===== src/pkg/csc_params.svh =====
// timing counts and encodings for the charger status and control pins
// assumes a 100 MHz clock (10 ns period)
`ifndef CSC_PARAMS_SVH
`define CSC_PARAMS_SVH
`define CSC_CLK_PERIOD_NS      10
`define CSC_IRQ_PULSE_US       256
`define CSC_IRQ_PULSE_CYC      ((`CSC_IRQ_PULSE_US * 1000) / `CSC_CLK_PERIOD_NS)
`define CSC_BLINK_HZ           1
`define CSC_BLINK_HALF_CYC     (1000000000 / (2 * `CSC_BLINK_HZ * `CSC_CLK_PERIOD_NS))
`define CSC_SHIP_EXIT_MS       1000
`define CSC_SHIP_EXIT_CYC      ((`CSC_SHIP_EXIT_MS * 1000000) / `CSC_CLK_PERIOD_NS)
`define CSC_SYS_RESET_MS       16000
`define CSC_SYS_RESET_CYC      ((`CSC_SYS_RESET_MS * 1000000) / `CSC_CLK_PERIOD_NS)
`define CSC_SW_OFF_MS          250
`define CSC_SW_OFF_CYC         ((`CSC_SW_OFF_MS * 1000000) / `CSC_CLK_PERIOD_NS)
`define CSC_ILIM_USB_CODE      5'h04
`define CSC_ILIM_ADAPTOR_CODE  5'h17
`define CSC_ILIM_MIN_CODE      5'h00
`define CSC_STAT_FN_OFF        2'h0
`endif


===== src/pkg/csc_pkg.sv =====
// types for the charger status and control pins
// no surroundings assumed
package csc_pkg;
    typedef enum logic [2:0] {
        CSC_CHG_IDLE    = 3'h1,
        CSC_CHG_ACTIVE  = 3'h2,
        CSC_CHG_SUSPEND = 3'h4
    } csc_chg_state_t;

    typedef enum logic [3:0] {
        CSC_SW_ON     = 4'h1,
        CSC_SW_SHIP   = 4'h2,
        CSC_SW_RESET  = 4'h4,
        CSC_SW_WAITHI = 4'h8
    } csc_sw_state_t;

    typedef struct packed {
        logic vin_above_uvlo;
        logic vin_below_ovl;
        logic vin_above_sleep;
        logic charge_done;
        logic fault;
        logic therm_in_window;
    } csc_analog_t;
endpackage


===== src/design/csc_status_pins.sv =====
// status and control pin logic of a single-cell charger
// Operation
// - source-select high gives 500mA default limit, low gives 2.4A
// - once the link is up, the written five-bit limit replaces the default
// - input-good low only inside voltage window, above sleep, limit over 30mA
// - charge-status held low while a charge cycle runs
// - charge-status released when charge is done or charger sleeps
// - charge-status blinks at 1Hz, 50% duty, while suspended by fault
// - charge-status indication stops when the pin function field is off
// - one 256us low pulse on host interrupt on fault or status change
// - charging enabled only with config bit 1 and enable pin low
// - charging suspends while thermistor sense is outside its window
// - a 1s low on switch control leaves ship mode, switch on
// - no input: 16s low turns switch off 250ms then back on
// inputs are synchronous to clk; charge-status given as a drive-low enable, input-good and host interrupt as active-low levels
`timescale 1ns/100ps
`default_nettype none
`include "csc_params.svh"
module csc_status_pins
    import csc_pkg::*;
#(
    parameter int IRQ_CYC   = `CSC_IRQ_PULSE_CYC,
    parameter int BLINK_CYC = `CSC_BLINK_HALF_CYC,
    parameter int SHIP_CYC  = `CSC_SHIP_EXIT_CYC,
    parameter int RST_CYC   = `CSC_SYS_RESET_CYC,
    parameter int OFF_CYC   = `CSC_SW_OFF_CYC
) (
    // clock and reset
    input  wire logic        clk,
    input  wire logic        sys_rst,
    input  wire logic        clk_en,
    // pins and analog flags
    input  wire logic        source_select,
    input  wire logic        charge_enable_n,
    input  wire logic        switch_control_n,
    input  wire csc_analog_t analog,
    input  wire logic        ship_mode_req,
    // configuration from the serial link
    input  wire logic        link_up,
    input  wire logic        ilim_write,
    input  wire logic [4:0]  input_current_limit_field,
    input  wire logic [1:0]  status_pin_function_field,
    input  wire logic        charge_config_bit,
    // outputs
    output logic [4:0]       input_current_limit,
    output logic             input_good_n,
    output logic             stat_drive_low,
    output logic             host_irq_n,
    output logic             charge_enable,
    output logic             battery_switch,
    output logic             in_ship_mode
);
    typedef struct packed {
        csc_chg_state_t chg;
        csc_sw_state_t  sw;
        logic           ilim_own;
        logic [4:0]     ilim;
        logic           good_n;
        logic           stat_low;
        logic           blink;
        logic [31:0]    blink_cnt;
        logic [31:0]    low_cnt;
        logic [31:0]    off_cnt;
        logic           chg_en;
        logic           fault_d;
        logic           irq_start;
        logic           bsw;
        logic           ship;
    } csc_state_t;

    csc_state_t st;
    csc_state_t next_st;
    logic       irq_pulse_n;

    function automatic logic [31:0] sat_inc(input logic [31:0] v);
        sat_inc = (v == 32'hFFFFFFFF) ? v : v + 32'h1;
    endfunction

    always_comb begin
        next_st = st;
        next_st.irq_start = 1'b0;
        // current limit select
        if (link_up && ilim_write) begin
            next_st.ilim_own = 1'b1;
            next_st.ilim     = input_current_limit_field;
        end else if (!st.ilim_own) begin
            next_st.ilim = source_select ? `CSC_ILIM_USB_CODE
                                         : `CSC_ILIM_ADAPTOR_CODE;
        end
        next_st.good_n = !(analog.vin_above_uvlo && analog.vin_below_ovl &&
                           analog.vin_above_sleep &&
                           st.ilim > `CSC_ILIM_MIN_CODE);
        next_st.chg_en = charge_config_bit && !charge_enable_n;
        // charge state
        if (!st.chg_en || analog.charge_done || !analog.vin_above_sleep) begin
            next_st.chg = CSC_CHG_IDLE;
        end else if (analog.fault || !analog.therm_in_window) begin
            next_st.chg = CSC_CHG_SUSPEND;
        end else begin
            next_st.chg = CSC_CHG_ACTIVE;
        end
        // blink timebase
        if (st.blink_cnt >= 32'(BLINK_CYC - 1)) begin
            next_st.blink_cnt = 32'h0;
            next_st.blink     = !st.blink;
        end else begin
            next_st.blink_cnt = st.blink_cnt + 32'h1;
        end
        unique case (st.chg)
            CSC_CHG_ACTIVE:  next_st.stat_low = 1'b1;
            CSC_CHG_SUSPEND: next_st.stat_low = st.blink;
            CSC_CHG_IDLE:    next_st.stat_low = 1'b0;
        endcase
        if (status_pin_function_field == `CSC_STAT_FN_OFF) begin
            next_st.stat_low = 1'b0;
        end
        // interrupt on fault or status change
        next_st.fault_d = analog.fault;
        if ((analog.fault && !st.fault_d) || next_st.chg != st.chg) begin
            next_st.irq_start = 1'b1;
        end
        // switch control low-time
        next_st.low_cnt = switch_control_n ? 32'h0 : sat_inc(st.low_cnt);
        unique case (st.sw)
            CSC_SW_ON: begin
                if (ship_mode_req) begin
                    next_st.sw = CSC_SW_SHIP;
                end else if (!analog.vin_above_uvlo &&
                             st.low_cnt >= 32'(RST_CYC - 1)) begin
                    next_st.sw      = CSC_SW_RESET;
                    next_st.off_cnt = 32'h0;
                end
            end
            CSC_SW_SHIP: begin
                if (st.low_cnt >= 32'(SHIP_CYC - 1)) begin
                    next_st.sw = CSC_SW_WAITHI;
                end
            end
            CSC_SW_RESET: begin
                if (st.off_cnt >= 32'(OFF_CYC - 1)) begin
                    next_st.sw = CSC_SW_WAITHI;
                end else begin
                    next_st.off_cnt = st.off_cnt + 32'h1;
                end
            end
            CSC_SW_WAITHI: begin
                if (switch_control_n) begin
                    next_st.sw = CSC_SW_ON;
                end
            end
            default: next_st.sw = CSC_SW_ON;
        endcase
        // switch pins registered from the next switch state
        next_st.bsw  = (next_st.sw == CSC_SW_ON) ||
                       (next_st.sw == CSC_SW_WAITHI);
        next_st.ship = (next_st.sw == CSC_SW_SHIP);
    end

    always_ff @(posedge clk or posedge sys_rst) begin
        if (sys_rst) begin
            st <= '{chg: CSC_CHG_IDLE, sw: CSC_SW_ON, ilim_own: 1'b0,
                    ilim: 5'h00, good_n: 1'b1, stat_low: 1'b0, blink: 1'b0,
                    blink_cnt: 32'h0, low_cnt: 32'h0, off_cnt: 32'h0,
                    chg_en: 1'b0, fault_d: 1'b0, irq_start: 1'b0,
                    bsw: 1'b1, ship: 1'b0};
        end else if (clk_en) begin
            st <= next_st;
        end
    end

    csc_pulse_timer #(
        .WIDTH_CYC (IRQ_CYC)
    ) u_irq (
        .clk     (clk),
        .sys_rst (sys_rst),
        .clk_en  (clk_en),
        .start   (st.irq_start),
        .pulse_n (irq_pulse_n)
    );

    assign input_current_limit = st.ilim;
    assign input_good_n        = st.good_n;
    assign stat_drive_low      = st.stat_low;
    assign host_irq_n          = irq_pulse_n;
    assign charge_enable       = st.chg_en;
    assign battery_switch      = st.bsw;
    assign in_ship_mode        = st.ship;
endmodule
`default_nettype wire


===== src/design/csc_pulse_timer.sv =====
// one-shot low pulse generator, active-low output
// assumes start is a one-cycle strobe in the clk domain
`timescale 1ns/100ps
`default_nettype none
module csc_pulse_timer
    import csc_pkg::*;
#(
    parameter int WIDTH_CYC = 25600
) (
    // clock and reset
    input  wire logic clk,
    input  wire logic sys_rst,
    input  wire logic clk_en,
    // control
    input  wire logic start,
    output logic      pulse_n
);
    typedef struct packed {
        logic [31:0] cnt;
        logic        pulse_n;
    } csc_pt_state_t;

    csc_pt_state_t st;
    csc_pt_state_t next_st;

    always_comb begin
        next_st = st;
        if (start) begin
            next_st.cnt     = 32'(WIDTH_CYC - 1);
            next_st.pulse_n = 1'b0;
        end else if (!st.pulse_n) begin
            if (st.cnt == 32'h0) begin
                next_st.pulse_n = 1'b1;
            end else begin
                next_st.cnt = st.cnt - 32'h1;
            end
        end
    end

    always_ff @(posedge clk or posedge sys_rst) begin
        if (sys_rst) begin
            st <= '{cnt: 32'h0, pulse_n: 1'b1};
        end else if (clk_en) begin
            st <= next_st;
        end
    end

    assign pulse_n = st.pulse_n;
endmodule
`default_nettype wire


===== config.mk =====
export PLATFORM = sky130hd
export DESIGN_NAME = csc_status_pins
export DESIGN_NICKNAME = d
export VERILOG_FILES = /design/src/pkg/csc_pkg.sv /design/src/design/csc_status_pins.sv /design/src/design/csc_pulse_timer.sv
export VERILOG_INCLUDE_DIRS = /design/src /design/src/pkg
export SDC_FILE = /design/constraint.sdc
export NUM_CORES = 1
export LEC_CHECK = 0
export BUFFER_PORTS_ARGS = -buffer_cell sky130_fd_sc_hd__buf_2
export CAP_MARGIN = 20
export CORE_MARGIN = 4
export CORE_UTILIZATION = 35
export CTS_CLUSTER_DIAMETER = 120
export CTS_CLUSTER_SIZE = 10
export DETAILED_ROUTE_END_ITERATION = 8
export GPL_ROUTABILITY_DRIVEN = 0
export HOLD_SLACK_MARGIN = 0.03
export SLEW_MARGIN = 0
export SYNTH_ARGS = -nofsm -noshare
export SYNTH_HDL_FRONTEND = slang
export SYNTH_SLANG_ARGS = --single-unit

===== constraint.sdc =====
create_clock -name clk -period 5.05 [get_ports clk]
set_clock_uncertainty 0.1 [all_clocks]
set_input_delay 0.7575 -clock clk [delete_from_list [all_inputs] [get_ports clk]]
set_output_delay 0.7575 -clock clk [all_outputs]
set_load 0.01 [all_outputs]

==> flow_summary_export.csv <==
group,metric,value,unit
critical_path,slowest_stage,"dfstp_2",
sta,min_period_over_period,67.81,%
synthesis,netlist-cell-type-count,67,
synthesis,ys_warn_count,0,
clocking,cts_buffers,17,
synthesis,netlist_area,8058,um2
clocking,worstSkewPairLatency,420,ps
synthesis,netlist_top_cells_area,"dfrtp_1 45%, nor2_1 6.8%, o21ai_0 5.0%",
synthesis,ys_seq_area_share,46.66,%
critical_path,critPathArrivalTime,3630,ps
global_routing,grt_first_pass_wirelength,30.67,mm
sta,maxSlewViolCount,0,
global_routing,antenna_found_initial,0,
die,die_y,159.7,um
power,power_density,337.0,nW/um2
critical_path,crit_family,"simple AND/OR/NAND/NOR gates",
drt,vias_per_cell,5.328,
critical_path,slowest_delay,590,ps
critical_path,worstPathRequired,5260,ps
sta,hold_viol,0,
synthesis,ys_seq_elements,150,
synthesis,ys_async_sr_fraction,100.0,%
critical_path,crit_fanout,21,
power,leakage,3.856,nW
drt,drt_iter0_drc,457,
sta,period_needed,3424,ps
drt,drt_pre_antenna_iters,5,
cells_and_area,drive_above_1_share,9.764,%
die,design.die.area,25510,um2
drt,vias,6484,
critical_path,worstSetupPathType,"register to register",
critical_path,worst-path-buf-inv,0,
cells_and_area,syn2layout_area_growth,11.94,%
die,core_area,22640,um2
synthesis,synth_cells,898,
die,start_util,35.59,%
sta,worstMarginPinSlew,983.4,ps
cells_and_area,fin_nets,948,
synthesis,synth_edf_count,0,
drt,routedWlPerCell,14.68,um
clocking,cts_buffer_depth,2,
global_routing,grt_pass1_vias,6181,
cells_and_area,insertedDiodeCount,0,
synthesis,ys.flop_type,"dfrtp_1",
global_routing,overflow,0,
cells_and_area,final_common_cell,"nor2_1",
sta,fmax,292.0,MHz
clocking,cts_hold_buf,0,
die,num_io_pins,34,
power,peakVddDrop,0.1339,mV
global_routing,grt_max_degree,84,
critical_path,cp-end-kind,"register",
sta,slew_headroom,34.44,%
drt,postRouteAntennaNets,0,
clocking,clock-sinks,150,
clocking,cts.reportedPaths.clkPinSlew,60,ps
clocking,cts-root-buf,"clkbuf_16",
place,hpwl,11.95,mm
die,die_x,159.7,um
sta,setup_ws,1626,ps
global_routing,grtUsageTotal,14.32,%
clocking,cts_setup_buffers,0,
sta,rsz0062_at_grt,"false",
synthesis,synth_nets,927,
place,pre_cts_ws,1635,ps
worst_hold_path,min_path_type,"primary input to async pin",
die,fp-row-count,55,
flow_run,maxCapViolations,0,
clocking,htree_levels,4,
cells_and_area,final_cell_mix,"146 x nor2_1, 145 x dfrtp_1, 81 x o21ai_0",
clocking,cts_tree,"built",
synthesis,synth.avg_cell_area,8.973,um2
sta,tns,0,ps
critical_path,crit_path_start_kind,"register",
sta,setup_viol,0,
clocking,post_cts_resized,0,
run_status,status,"complete, no violations",
synthesis,yosys.area.top_type,"dfrtp_1",
drt,wl,17.87,mm
place,port_buffers,33,
drt,drc,0,
synthesis,synth_top_area_share,45.03,%
critical_path,crit_chain,"nand2b_1 > or3_1 > a31oi_1 > a311o_1 > nor3_2 > nand2_2 > o41ai_1",
==> cell usage after synthesis (all sizes together), types with 11 or more instances <==
cell type    n
nor2       146
dfrtp      145
o21ai       82
nand2       73
nand3       41
a21oi       34
xor2        31
nor3        30
xnor2       26
a31oi       25
and3        20
nand4       20
buf         19
clkbuf      19
inv         19
o31ai       19
nor4        16
or3         11
==> state kept, by name (all words and copies together), names as in the netlist <==
register	count
u_irq.pulse_n	1
st	107
charge_enable	1
input_good_n	1
u_irq.st	32
stat_drive_low	1
in_ship_mode	1
input_current_limit	5
battery_switch	1
==> final timing paths <==
path                            depth (start not counted)           startpoint  slack [ps]             endpoint
worst max-delay path                                    7  st[110]$_DFFE_PP1P_        1630   st[18]$_DFFE_PP0P_
worst min-delay path                                    2              sys_rst         350  st[109]$_DFFE_PP0P_
worst max register to register                          7  st[110]$_DFFE_PP1P_        1630   st[18]$_DFFE_PP0P_
worst min register to register                          1  st[101]$_DFFE_PP0P_         380  st[101]$_DFFE_PP0P_
max in group asynchronous                               3              sys_rst        3490  st[114]$_DFFE_PP1P_
min in group clk                                        1  st[101]$_DFFE_PP0P_         380  st[101]$_DFFE_PP0P_
==> metal layers <==
layer	GRT usage [%]	vias to the layer above	part of all wire [%]
met5	0	-	0
met4	4.497	0	1.3
met3	2.710	18	2.6
met2	22.54	83	46
met1	20.07	3096	50
li1	-	3287	-
==> power by group <==
part | switching (mW) | internal (mW)
logic | 0.212 | 0.135
clock network | 0.492 | 0.788
registers | 0.116 | 1.30
total | 0.821 | 2.22
==> per-stage QoR <==
stage / hold WS, ps / cells / util (%) / area (um2) / total power, mW
floorplan: 342.3 / 898 / - / 8058 / 1.679
global placement: 359.4 / 1185 / 37.26 / 8436 / 1.778
detailed placement: 366.4 / 1185 / 37.26 / 8436 / 1.784
CTS: 381.2 / 1217 / 39.84 / 9020 / 3.083
global route: 404.4 / 1217 / 39.84 / 9020 / 3.200
finish: 348.4 / 1217 / 39.84 / 9020 / 3.040
==> layout make-up <==
class / instances / area (um2)
clock inverters: 9 / 126.4
inverters: 19 / 76.32
multi-input cells: 691 / 4025
fillers: 2218 / 13620
flip-flops and latches: 150 / 3760
repair buffers: 40 / 217.7
clock buffers: 23 / 457.9
well taps: 285 / 356.6
==> cells by family (layout without fill, tap and decap cells) <==
group / after synthesis / after routing / share of synthesized area, %
muxes: 3 / 3 / 0.3882
DFF: 150 / 150 / 46.66
adders and majority gates: 6 / 6 / 0.9317
xor gates and xnor gates: 57 / 57 / 6.196
buffers and inverters: 57 / 91 / 3.463
and+or+nand+nor: 415 / 415 / 25.53
AOI/OAI and AO/OA: 210 / 210 / 16.83
==> worst reg2reg max path, cell delays in order, from the launching register on <==
cell	delay [ps]
dfstp_2	590
nand2b_1	130
or3_1	590
a31oi_1	130
a311o_1	370
nor3_2	580
nand2_2	400
o41ai_1	420
No activity file was read; power rests on OpenSTA's default activity.
